[config.mk]
export PLATFORM = sky130hd
export DESIGN_NAME = snv_core
export DESIGN_NICKNAME = d
export VERILOG_FILES = /design/src/hw/snv_pkg.sv /design/src/hw/snv_core.sv
export SDC_FILE = /design/constraint.sdc
export NUM_CORES = 1
export LEC_CHECK = 0
export BUFFER_PORTS_ARGS = -buffer_cell sky130_fd_sc_hd__buf_2
export CORE_ASPECT_RATIO = 0.9
export CORE_MARGIN = 4
export CORE_UTILIZATION = 62
export DETAILED_ROUTE_END_ITERATION = 12
export PLACE_DENSITY = 0.8
export SLEW_MARGIN = 20
export SYNTH_ARGS = -nofsm -noshare
export SYNTH_HDL_FRONTEND = slang
export SYNTH_SLANG_ARGS = --single-unit
[constraint.sdc]
create_clock -name mclk -period 5.5 [get_ports mclk]
set_input_delay 0.825 -clock mclk [delete_from_list [all_inputs] [get_ports mclk]]
set_output_delay 0.825 -clock mclk [all_outputs]
set_load 0.01 [all_outputs]
[src/hw/snv_pkg.sv]
// Shared constants for the serial nvSRAM command and status front end
package snv_pkg;
   localparam int MCLK_HZ = 40000000;
   localparam int POWERUP_RESTORE_TIME_US = 20;
   localparam int WRITE_FINISH_WINDOW_US = 25;
   localparam int STANDBY_ENTRY_TIME_US = 100;
   localparam int SAVE_TIME_US = 8000;
   localparam int RESTORE_TIME_US = 200;
   localparam int US_DIV = 1000000;
   localparam int POWERUP_RESTORE_CYC = POWERUP_RESTORE_TIME_US * (MCLK_HZ / US_DIV);
   localparam int WRITE_FINISH_CYC = WRITE_FINISH_WINDOW_US * (MCLK_HZ / US_DIV);
   localparam int STANDBY_ENTRY_CYC = STANDBY_ENTRY_TIME_US * (MCLK_HZ / US_DIV);
   localparam int SAVE_CYC = SAVE_TIME_US * (MCLK_HZ / US_DIV);
   localparam int RESTORE_CYC = RESTORE_TIME_US * (MCLK_HZ / US_DIV);
   localparam int TIMER_W = 20;

   localparam logic [7:0] STATUS_READ_CMD = 8'h05;
   localparam logic [7:0] STATUS_WRITE_CMD = 8'h01;
   localparam logic [7:0] WRITE_LATCH_SET_CMD = 8'h06;
   localparam logic [7:0] WRITE_LATCH_CLEAR_CMD = 8'h04;
   localparam logic [7:0] ARRAY_READ_CMD = 8'h03;
   localparam logic [7:0] ARRAY_WRITE_CMD = 8'h02;
   localparam logic [7:0] NV_SAVE_CMD = 8'h3c;
   localparam logic [7:0] NV_RESTORE_CMD = 8'h60;
   localparam logic [7:0] AUTOSAVE_ON_CMD = 8'h59;
   localparam logic [7:0] AUTOSAVE_OFF_CMD = 8'h19;
   localparam logic [7:0] SLEEP_CMD = 8'hb9;
   localparam logic [7:0] SERIAL_NUMBER_WRITE_CMD = 8'hc2;
   localparam logic [7:0] SERIAL_NUMBER_READ_CMD = 8'hc3;
   localparam logic [7:0] IDENT_READ_CMD = 8'h9f;
   localparam logic [7:0] RESERVED_CMD = 8'h1e;

   localparam int BUSY_BIT = 0;
   localparam int WRITE_LATCH_BIT = 1;
   localparam int PROTECT_SEL_LO_BIT = 2;
   localparam int PROTECT_SEL_HI_BIT = 3;
   localparam int SERIAL_LOCK_BIT = 6;
   localparam int PIN_PROTECT_ENABLE_BIT = 7;

   localparam logic [12:0] PROT_L1_BASE = 13'h1800;
   localparam logic [12:0] PROT_L2_BASE = 13'h1000;
   localparam logic [1:0] PROT_NONE = 2'h0;
   localparam logic [1:0] PROT_QUARTER = 2'h1;
   localparam logic [1:0] PROT_HALF = 2'h2;
   localparam logic [2:0] BIT_LAST = 3'h7;
   localparam logic [3:0] SN_BYTES = 4'h8;
   localparam logic [1:0] ADDR_BYTES = 2'h2;
   localparam logic [7:0] ID_PATTERN = 8'ha5; // Arbitrary identification value
   localparam logic [3:0] ID_BYTES = 4'h4;

   typedef enum logic [6:0] {
      SNV_IDLE = 7'h01,
      SNV_OPCODE = 7'h02,
      SNV_ADDR = 7'h04,
      SNV_DATA_IN = 7'h08,
      SNV_DATA_OUT = 7'h10,
      SNV_IGNORE = 7'h20,
      SNV_DONE = 7'h40
   } snv_state_t;
endpackage : snv_pkg

[src/hw/snv_core.sv]
// Serial nvSRAM command decoder, status register and write-data FIFO
`timescale 1ns/1ps

module snv_fifo #(
   parameter int WIDTH = 21,
   parameter int DEPTH = 8
) (
   input wire logic mclk,
   input wire logic srst,
   input wire logic in_valid,
   output logic in_ready,
   input wire logic [WIDTH-1:0] in_data,
   output logic out_valid,
   input wire logic out_ready,
   output logic [WIDTH-1:0] out_data
);
   localparam int AW = $clog2(DEPTH);
   logic [WIDTH-1:0] mem [DEPTH];
   logic [AW-1:0] wr_ptr;
   logic [AW-1:0] rd_ptr;
   logic [AW:0] count;
   logic push;
   logic pop;

   assign in_ready = count != (AW+1)'(DEPTH);
   assign out_valid = count != '0;
   assign push = in_valid && in_ready;
   assign pop = out_valid && out_ready;
   assign out_data = mem[rd_ptr];

   always_ff @(posedge mclk)
   begin
      if (push)
      begin
         mem[wr_ptr] <= in_data;
      end
   end

   always_ff @(posedge mclk)
   begin
      if (srst)
      begin
         wr_ptr <= '0;
         rd_ptr <= '0;
         count <= '0;
      end
      else
      begin
         if (push)
         begin
            wr_ptr <= (wr_ptr == AW'(DEPTH - 1)) ? '0 : wr_ptr + 1'b1;
         end
         if (pop)
         begin
            rd_ptr <= (rd_ptr == AW'(DEPTH - 1)) ? '0 : rd_ptr + 1'b1;
         end
         count <= count + (AW+1)'(push) - (AW+1)'(pop);
      end
   end
endmodule : snv_fifo

// Overview of operation
// - Power-up clears write latch, keeps saved bits
// - Power-up restore blocks access, busy shown
// - After power-up follow chip select, never held
// - Below threshold ignore commands, finish write
// - Power-down save only if written since restore
// - Standby after delay once save/restore done
// - Opcode on select fall, MSB first
// - Decode status read and status write
// - Latch set command sets write latch
// - Latch clear command clears write latch
// - Decode array read and array write
// - Decode software save and restore
// - Decode autosave enable and disable
// - Decode sleep, serial write, serial read
// - Decode identification read; reserved is invalid
// - Status bit layout fixed
// - Busy bit read-only, high during save/restore
// - Status write changes only protect, pin-protect enable and serial lock bits
// - Bits 4 and 5 read zero
// - Serial lock is set-once; blocks serial writes
// - Write latch reflects write enable
// - Pin-protect enable gates protect pin
// - Protect level makes array ranges read-only
// - Latch cleared after each write-type command that is not ignored
// - Unknown opcode ignored until next select
// - Protect pin low with enable rejects status write
module snv_core
   import snv_pkg::*;
(
   input wire logic mclk,
   input wire logic srst,
   input wire logic power_good,
   input wire logic sclk,
   input wire logic cs_n,
   input wire logic mosi,
   output logic miso,
   output logic miso_oe,
   input wire logic wp_n,
   output logic hw_save_busy_pin,
   output logic standby,
   output logic sleep_mode,
   output logic autosave_enable,
   output logic mem_wr_valid,
   input wire logic mem_wr_ready,
   output logic [12:0] mem_wr_addr,
   output logic [7:0] mem_wr_data,
   output logic [12:0] mem_rd_addr,
   input wire logic [7:0] mem_rd_data
);
   logic [2:0] sclk_s, cs_s, mosi_s;
   logic [1:0] wp_s, pg_s;
   logic sclk_rise, sclk_fall, cs_fall, cs_rise, selected;
   snv_state_t state;
   logic [7:0] shift, opcode, out_byte, tx;
   logic [2:0] bit_cnt;
   logic [1:0] addr_cnt;
   logic [3:0] byte_cnt;
   logic [12:0] addr;
   logic write_latch, prot_lo, prot_hi, serial_lock, pin_protect_enable;
   logic saved_lo, saved_hi, saved_pin;
   logic [TIMER_W-1:0] busy_cnt, standby_cnt, finish_cnt;
   logic busy, dirty, powered, shutting, finish_pending;
   logic [7:0] serial_no [SN_BYTES];
   logic byte_done, fifo_in_ready, fifo_in_valid;
   logic [20:0] fifo_out;
   logic [1:0] level;
   logic protected_addr, status_locked;
   logic [7:0] status_value;

   // Two flops before use; the third stage only feeds edge detection
   always_ff @(posedge mclk)
   begin
      if (srst)
      begin
         sclk_s <= '0;
         cs_s <= 3'h7;
         mosi_s <= '0;
         wp_s <= 2'h3;
         pg_s <= '0;
      end
      else
      begin
         sclk_s <= {sclk_s[1:0], sclk};
         cs_s <= {cs_s[1:0], cs_n};
         mosi_s <= {mosi_s[1:0], mosi};
         wp_s <= {wp_s[0], wp_n};
         pg_s <= {pg_s[0], power_good};
      end
   end

   // Mode 0/3 both sample rising and shift out falling, so mode needs no state
   assign sclk_rise = sclk_s[1] && !sclk_s[2];
   assign sclk_fall = !sclk_s[1] && sclk_s[2];
   assign cs_fall = !cs_s[1] && cs_s[2];
   assign cs_rise = cs_s[1] && !cs_s[2];
   assign selected = !cs_s[1];
   assign byte_done = sclk_rise && bit_cnt == BIT_LAST;

   assign level = {prot_hi, prot_lo};
   assign protected_addr = (level == PROT_NONE) ? 1'b0 :
                           (level == PROT_QUARTER) ? (addr >= PROT_L1_BASE) :
                           (level == PROT_HALF) ? (addr >= PROT_L2_BASE) : 1'b1;
   assign status_locked = !wp_s[1] && pin_protect_enable;
   assign status_value = {pin_protect_enable, serial_lock, 2'h0, prot_hi, prot_lo,
                          write_latch, busy};

   // Instruction sequencer
   always_ff @(posedge mclk)
   begin
      if (srst || !selected)
      begin
         state <= SNV_IDLE;
         bit_cnt <= '0;
         addr_cnt <= '0;
         byte_cnt <= '0;
         shift <= '0;
         opcode <= '0;
         addr <= '0;
      end
      else if (cs_fall)
      begin
         state <= (powered && !shutting) ? SNV_OPCODE : SNV_IGNORE;
         bit_cnt <= '0;
      end
      else if (sclk_rise)
      begin
         shift <= {shift[6:0], mosi_s[1]};
         bit_cnt <= bit_cnt + 3'h1;
         if (byte_done)
         begin
            case (state)
               SNV_OPCODE:
               begin
                  opcode <= {shift[6:0], mosi_s[1]};
                  case ({shift[6:0], mosi_s[1]})
                     STATUS_READ_CMD, IDENT_READ_CMD: state <= SNV_DATA_OUT;
                     SERIAL_NUMBER_READ_CMD: state <= SNV_DATA_OUT;
                     STATUS_WRITE_CMD, SERIAL_NUMBER_WRITE_CMD:
                        state <= write_latch ? SNV_DATA_IN : SNV_IGNORE;
                     ARRAY_READ_CMD: state <= busy ? SNV_IGNORE : SNV_ADDR;
                     ARRAY_WRITE_CMD:
                        state <= (write_latch && !busy) ? SNV_ADDR : SNV_IGNORE;
                     WRITE_LATCH_SET_CMD, WRITE_LATCH_CLEAR_CMD, SLEEP_CMD: state <= SNV_DONE;
                     NV_SAVE_CMD, NV_RESTORE_CMD, AUTOSAVE_ON_CMD, AUTOSAVE_OFF_CMD:
                        state <= SNV_DONE;
                     default: state <= SNV_IGNORE;
                  endcase
               end
               SNV_ADDR:
               begin
                  addr <= {addr[4:0], shift[6:0], mosi_s[1]};
                  addr_cnt <= addr_cnt + 2'h1;
                  if (addr_cnt + 2'h1 == ADDR_BYTES)
                  begin
                     state <= (opcode == ARRAY_READ_CMD) ? SNV_DATA_OUT : SNV_DATA_IN;
                  end
               end
               SNV_DATA_IN:
               begin
                  byte_cnt <= byte_cnt + 4'h1;
                  if (opcode == ARRAY_WRITE_CMD)
                  begin
                     addr <= addr + 13'h1;
                  end
                  if (opcode == STATUS_WRITE_CMD)
                  begin
                     state <= SNV_DONE;
                  end
               end
               SNV_DATA_OUT:
               begin
                  byte_cnt <= byte_cnt + 4'h1;
                  addr <= addr + 13'h1;
               end
               default: state <= state;
            endcase
         end
      end
   end

   assign mem_rd_addr = addr;

   always_comb
   begin
      tx = 8'h0;
      case (opcode)
         STATUS_READ_CMD: tx = status_value;
         SERIAL_NUMBER_READ_CMD: tx = serial_no[byte_cnt[2:0]];
         IDENT_READ_CMD: tx = ID_PATTERN ^ {4'h0, byte_cnt};
         ARRAY_READ_CMD: tx = mem_rd_data;
         default: tx = 8'h0;
      endcase
   end

   // Output shifts on falling clock; tri-stated unless a read is in progress
   always_ff @(posedge mclk)
   begin
      if (srst || state != SNV_DATA_OUT)
      begin
         out_byte <= '0;
         miso <= 1'b0;
         miso_oe <= 1'b0;
      end
      else if (sclk_fall)
      begin
         miso_oe <= 1'b1;
         if (bit_cnt == 3'h0)
         begin
            miso <= tx[7];
            out_byte <= {tx[6:0], 1'b0};
         end
         else
         begin
            miso <= out_byte[7];
            out_byte <= {out_byte[6:0], 1'b0};
         end
      end
   end

   // Write data queued so the array side can stall for up to eight words; a byte arriving while full is dropped
   assign fifo_in_valid = state == SNV_DATA_IN && byte_done && opcode == ARRAY_WRITE_CMD &&
                          !protected_addr && !shutting;

   snv_fifo #(.WIDTH(21), .DEPTH(8)) u_fifo (
      .mclk(mclk),
      .srst(srst),
      .in_valid(fifo_in_valid),
      .in_ready(fifo_in_ready),
      .in_data({addr, shift[6:0], mosi_s[1]}),
      .out_valid(mem_wr_valid),
      .out_ready(mem_wr_ready),
      .out_data(fifo_out)
   );
   assign mem_wr_addr = fifo_out[20:8];
   assign mem_wr_data = fifo_out[7:0];

   // Status register; srst stands for power-up
   always_ff @(posedge mclk)
   begin
      if (srst)
      begin
         write_latch <= 1'b0;
         prot_lo <= 1'b0;
         prot_hi <= 1'b0;
         pin_protect_enable <= 1'b0;
         serial_lock <= 1'b0;
      end
      else if (!powered)
      begin
         write_latch <= 1'b0;
         prot_lo <= saved_lo;
         prot_hi <= saved_hi;
         pin_protect_enable <= saved_pin;
      end
      else if (cs_rise)
      begin
         case (opcode)
            WRITE_LATCH_SET_CMD: write_latch <= state == SNV_DONE;
            WRITE_LATCH_CLEAR_CMD: write_latch <= 1'b0;
            STATUS_WRITE_CMD, ARRAY_WRITE_CMD, SERIAL_NUMBER_WRITE_CMD, NV_SAVE_CMD,
            NV_RESTORE_CMD, AUTOSAVE_ON_CMD, AUTOSAVE_OFF_CMD:
               if (state != SNV_IGNORE) write_latch <= 1'b0;
            default: write_latch <= write_latch;
         endcase
      end
      else if (state == SNV_DATA_IN && byte_done && opcode == STATUS_WRITE_CMD &&
               !status_locked)
      begin
         prot_lo <= shift[PROTECT_SEL_LO_BIT - 1];
         prot_hi <= shift[PROTECT_SEL_HI_BIT - 1];
         pin_protect_enable <= shift[PIN_PROTECT_ENABLE_BIT - 1];
         serial_lock <= serial_lock | shift[SERIAL_LOCK_BIT - 1];
      end
   end

   // Serial number bytes, refused once locked
   always_ff @(posedge mclk)
   begin
      if (srst)
      begin
         for (int i = 0; i < SN_BYTES; i++) serial_no[i] <= 8'h0;
      end
      else if (state == SNV_DATA_IN && byte_done && opcode == SERIAL_NUMBER_WRITE_CMD &&
               !serial_lock && byte_cnt < SN_BYTES)
      begin
         serial_no[byte_cnt[2:0]] <= {shift[6:0], mosi_s[1]};
      end
   end

   // Busy timer for restore at power-up, software save/restore and autosave
   always_ff @(posedge mclk)
   begin
      if (srst)
      begin
         busy_cnt <= TIMER_W'(POWERUP_RESTORE_CYC);
         powered <= 1'b0;
         shutting <= 1'b0;
         finish_pending <= 1'b0;
         finish_cnt <= '0;
         dirty <= 1'b0;
         autosave_enable <= 1'b1;
         saved_lo <= 1'b0;
         saved_hi <= 1'b0;
         saved_pin <= 1'b0;
      end
      else
      begin
         if (busy_cnt != '0)
         begin
            busy_cnt <= busy_cnt - 1'b1;
         end
         else
         begin
            powered <= 1'b1;
         end
         if (fifo_in_valid)
         begin
            dirty <= 1'b1;
         end
         if (cs_rise && state == SNV_DONE && !busy)
         begin
            case (opcode)
               NV_SAVE_CMD:
               begin
                  busy_cnt <= TIMER_W'(SAVE_CYC);
                  {saved_pin, saved_hi, saved_lo} <= {pin_protect_enable, prot_hi, prot_lo};
               end
               NV_RESTORE_CMD:
               begin
                  busy_cnt <= TIMER_W'(RESTORE_CYC);
                  dirty <= 1'b0;
               end
               AUTOSAVE_ON_CMD: autosave_enable <= 1'b1;
               AUTOSAVE_OFF_CMD: autosave_enable <= 1'b0;
               default: autosave_enable <= autosave_enable;
            endcase
         end
         if (powered && !pg_s[1] && !shutting)
         begin
            shutting <= 1'b1;
            finish_pending <= 1'b1;
            finish_cnt <= TIMER_W'(WRITE_FINISH_CYC);
         end
         if (finish_pending)
         begin
            if (finish_cnt != '0)
            begin
               finish_cnt <= finish_cnt - 1'b1;
            end
            else
            begin
               finish_pending <= 1'b0;
               if (autosave_enable && dirty)
               begin
                  busy_cnt <= TIMER_W'(SAVE_CYC);
                  {saved_pin, saved_hi, saved_lo} <= {pin_protect_enable, prot_hi, prot_lo};
               end
            end
         end
      end
   end

   assign busy = busy_cnt != '0;
   assign hw_save_busy_pin = busy;

   // Standby timer held off while a save or restore runs
   always_ff @(posedge mclk)
   begin
      if (srst || selected || busy)
      begin
         standby_cnt <= TIMER_W'(STANDBY_ENTRY_CYC);
         standby <= 1'b0;
      end
      else if (standby_cnt != '0)
      begin
         standby_cnt <= standby_cnt - 1'b1;
      end
      else
      begin
         standby <= 1'b1;
      end
   end

   always_ff @(posedge mclk)
   begin
      if (srst || cs_fall)
      begin
         sleep_mode <= 1'b0;
      end
      else if (cs_rise && state == SNV_DONE && opcode == SLEEP_CMD)
      begin
         sleep_mode <= 1'b1;
      end
   end
endmodule : snv_core

# Word-level counts from Yosys, hierarchy flattened
# Memories as Yosys holds them, arrays and structs flattened. A register that Yosys moved wholly into a read port is not among the register bits.
# Index checks and enable logic that the tools add are counted.
# word_totals
romBits,0
reg_bits,151
mem_count,2
latchBits,0
out_inout_bits,41
word_cells,254
mem_bits_rw,232
# mem_list
name,depth,width,rd,rd_clocked_by_memory_dff,write_ports,line_no,text
u_fifo.mem,8,21,1,1,1,snv_core.sv:18,logic [WIDTH-1:0] mem [DEPTH];
serial_no,8,8,1,1,8,snv_core.sv:125,logic [7:0] serial_no [SN_BYTES];
# op_classes
eq_ne,48
n_reduce_logical,71
n_mux,78
multipliers,0
bitwise_logic,5
order_cmp,3
add_sub_neg,11
n_div,0
shifts,0
# ops
operator,count
two-way mux 20 bit,8
"== test 8 bit, second input constant",8
nonzero test 20 bit,3
"subtractor 20 x 1 -> 20 bit, second input constant",3
"== test 8 x 3 -> 1 bit, second input constant",6
two-way mux 1 bit,43
case mux 20 bit (2 select lines),1
case mux 13 bit (3 select lines),1
two-way mux 7 bit,5
case mux 7 bit (5 select lines),1
"== test 8 x 2 -> 1 bit, second input constant",4
"== test 8 x 7 -> 1 bit, second input constant",4
case mux 8 bit (4 select lines),1
">= comparator 13 bit, second input constant",2
logical AND 1 bit,25
two-way mux 6 bit,4
two-way mux 3 bit,7
case mux 7 bit (3 select lines),1
"== test 8 x 1 -> 1 bit, second input constant",2
"== test 8 x 5 -> 1 bit, second input constant",2
"== test 8 x 6 -> 1 bit, second input constant",2
two-way mux 8 bit,2
OR reduction 7 bit,2
"adder 13 x 1 -> 13 bit, second input constant",1
other kinds (42),78

# Logic depth before layout (Yosys ltp)
# logic_depth
ltp_word,12
depth_mapped,12
depth_no_buf,12

# Cells and area by module
# A second synthesis with hierarchy kept.
# unflattened
cells_unflattened,1396
area_unflattened_um2,17325.4
# modules_own_cells
mod,instances,cells_per_inst,area_each_um2
snv_core,1,1077,10153.5
snv_fifo,1,319,7171.9

# Worst setup path before layout
# No wires, ideal clock.
# synth_path
path_kind,reg-to-reg
startpoint,register state[4]
endpoint,memory u_fifo.mem[2][0] (enable)
n_path_buf,2
required_ns,5.075
path_slack_ns,1.468
period_less_slack_ns,4.032
arrival_time_ns,3.607
setup_time_ns,0.425
path_stages_with_launch,8
cell_sequence,dfxtp_1 > buf_2 > or4_1 > buf_2 > or4_4 > a2111oi_4 > nand2_1 > nor3_1
# synth_between
elab_chain_len,8
# synth_lines
item,line_no,text
from (decl),snv_core.sv:115,snv_state_t state;
from (signal assigned),snv_core.sv:184,state <= (powered && !shutting) ? SNV_OPCODE : SNV_IGNORE;
from (signal assigned),snv_core.sv:201,state <= write_latch ? SNV_DATA_IN : SNV_IGNORE;
from (signal assigned),snv_core.sv:202,ARRAY_READ_CMD: state <= busy ? SNV_IGNORE : SNV_ADDR;
== test 7 x 4 -> 1 bit,snv_core.sv:283,assign fifo_in_valid = state == SNV_DATA_IN && byte_done && opcode == ARRAY_WRITE_CMD &&
logical AND 1 bit (3 in a row),snv_core.sv:283,
logical AND 1 bit,snv_core.sv:284,!protected_addr && !shutting;
logical AND 1 bit,snv_core.sv:27,assign push = in_valid && in_ready;
named net u_fifo.push,snv_core.sv:22,logic push;
two-way mux 1 bit,snv_core.sv:33,if (push)
two-way mux 1 bit (not written as such),snv_core.sv:35,mem[wr_ptr] <= in_data;
to (decl),snv_core.sv:18,
# The timed path passes the listed nets, and every way through them passes these cells.

# Worst setup path in the final report
# layout_path
startpoint,register state[6]
endpoint,memory u_fifo.mem[2][9] (enable)
# Same word-level chain as after synthesis.

==> metrics.txt <==
Root Driver clkbuf_16; # DRC 0; Pleak 6.354 nW; Placement Cell Area 17850 um2; Placer Congestion 0.9372; via count 11629; top cell type's share of synthesized area 40.30%; H-Tree Depth 2; initial drt markers 1138; layout cells sized above 1 16.76%; number of diodes 0; global-route wire length before repair 61.40 mm; hpwl dp 24.55 mm; Final #Nets 1489; Post-CTS Setup Repair Bufs 0; Synth area leaders edfxtp_1 (40%), dfxtp_1 (18%), mux4_2 (7.6%); Core ar. 27240 um2; top post-synthesis cells by count edfxtp_1 (232), dfxtp_1 (156), nor2_1 (118); Cells after DPL 1765; Vias per Instance 6.341; CTS tree done; Slew HR 27.36%; CP Max Fanout 15; total CTS buffers 39; post-synth cell types 70; Highest Clock Rate 263.4 MHz; Cell Rows 57; CP Data Arrival Time 4.01 ns; Post-Layout Inst Area 19140 um2; Initial Utilization 63.46%; PnR Total Power 6.357 mW; CP Capture Type flip-flop; IO Pins 57; Routed wire per std cell 21.07 um; hold-fix buffer count after cts 0; gr ovfl total 0; Hold WC Path Type flip-flop to flip-flop; #FFs+latches synth 388; Syn-to-layout area delta 10.71%; Total GRT Usage 25.04%; YS warnings 0; post-route minimum period 3.797 ns; DRT antenna net count 0; clk_lat worst skew 0.54 ns; Synth area leader edfxtp_1; Die Span Y 166.4 um; I/O Buffers 56; Resized Gates After CTS 0; vias in the first global route 11226; CTS max path bufs 3; critical path class flip-flop to flip-flop; Final setup viols 0; WHS 0.4138 ns; unrepaired setup endpoints after global routing no; initial antenna violation count 0; Slew Limit Fails 0; setup tns final 0 ns; Worst VDD drop 0.0002924 V; Req. time, crit path 5.71 ns; worst-margin pin slew 1.088 ns; syn_nets 1455; most frequent cell after synthesis edfxtp_1; clock sink count 388; largest net degree at the start of global routing 43; Tcrit/Tclk final 69.03%; die width 184.0 um; cells after synthesis 1418; die area 30620 um2; PwrDens 332.2 nW/um2; MaxCap Viol Count 0; clock skew 0.01556 ns; async set or reset register ratio after synthesis 0%; drt total wl 38.64 mm; final cell count without fillers 1834; part of the Yosys area used for sequential elements 58.36%; Post-synth EDFFs 232; top_reg_cell synth edfxtp_1; post-synth design cell area 17290 um2; Pre-Repair DR Iteration Count 6; status finished, final reports clean; Mapped Avg Cell Area 12.19 um2; Fillers 1885; Worst-path clk slew 0.06 ns; Worst Setup Start Kind flip-flop; count of final hold-check violations 0
per-layer routing:
layer	GRT usage, %	vias to the layer above	wire, um
li1	-	5431	-
met2	41.04	468	18700
met4	6.686	0	993
met5	0	-	0
met3	3.511	71	2866
met1	35.61	5659	16080
kinds of logic after synthesis:
family                     count (synthesis)  synth area share (%)
muxes                                    112                 10.87
xor gates and xnor gates                  41                 2.077
and+or+nand+nor                          534                 16.65
adders and majority gates                 21                 1.563
buffers and inverters                    106                 2.330
AOI/OAI and AO/OA                        216                 8.142
DFF                                      388                 58.36
worst paths after layout:
path | from | endpoint | slack (ns) | depth (start not counted)
setup / recovery | state[6] | u_fifo.mem[2][9] | 1.70 | 6
setup reg to reg | state[6] | u_fifo.mem[2][9] | 1.70 | 6
hold reg to reg | cs_s[0] | cs_s[1] | 0.41 | 1
hold / removal | cs_s[0] | cs_s[1] | 0.41 | 1
area by class of cell:
| class | count | area (um2) | share of cell area (%) |
|---|---|---|---|
| tap | 354 | 442.9 | 2.314 |
| clock inverter | 13 | 167.7 | 0.8760 |
| sequential | 388 | 10100 | 52.76 |
| timing repair buffer | 69 | 377.9 | 1.974 |
| multi-input combinational | 924 | 6859 | 35.84 |
| clock buffer | 56 | 1081 | 5.648 |
| inverter | 30 | 112.6 | 0.5884 |
through the flow:
step	setup slack, ns	utilization (%)
after global placement	1.784	65.50
after floorplan	1.468	-
after CTS	1.638	70.09
after global routing	1.527	70.25
final	1.703	70.25
after detailed placement	1.673	65.50
cell usage in the layout (no fill, tap or decap), drive strengths merged, types with 33 or more instances in the layout:
cell	netlist	layout
nand2	76	76
mux4	58	58
nor4	33	33
a21oi	68	68
o21ai	40	40
dfxtp	156	156
and2	68	68
nor3	46	46
nor2	118	118
clkbuf	63	56
edfxtp	232	232
buf	13	69
nand3	39	39
registers in the layout (all words and copies together) (netlist names), 2 cells and up, named ones only:
register / count
addr_cnt: 2
bit_cnt: 3
busy_cnt: 20
byte_cnt: 4
cs_s: 3
finish_cnt: 20
mem_rd_addr: 13
mosi_s: 2
opcode: 8
out_byte: 7
pg_s: 2
sclk_s: 3
serial_no: 64
shift: 7
standby_cnt: 20
state: 7
u_fifo.count: 4
u_fifo.mem: 168
u_fifo.rd_ptr: 3
u_fifo.wr_ptr: 3
wp_s: 2
where the power goes:
part / internal [mW] / switching, mW / total [mW]
sequential: 3.11 / 0.0918 / 3.21
clock: 1.52 / 1.08 / 2.59
combinational: 0.303 / 0.254 / 0.557
critical path, stage by stage, from the launching register on:
cell and delay, ns:
dfxtp_1 0.37, or4_1 0.72, or4_4 0.60, a2111oi_4 0.46, nand2_1 0.32, nor3_2 0.62
buf_4 0.37
Power figures use the tool's default switching activity.
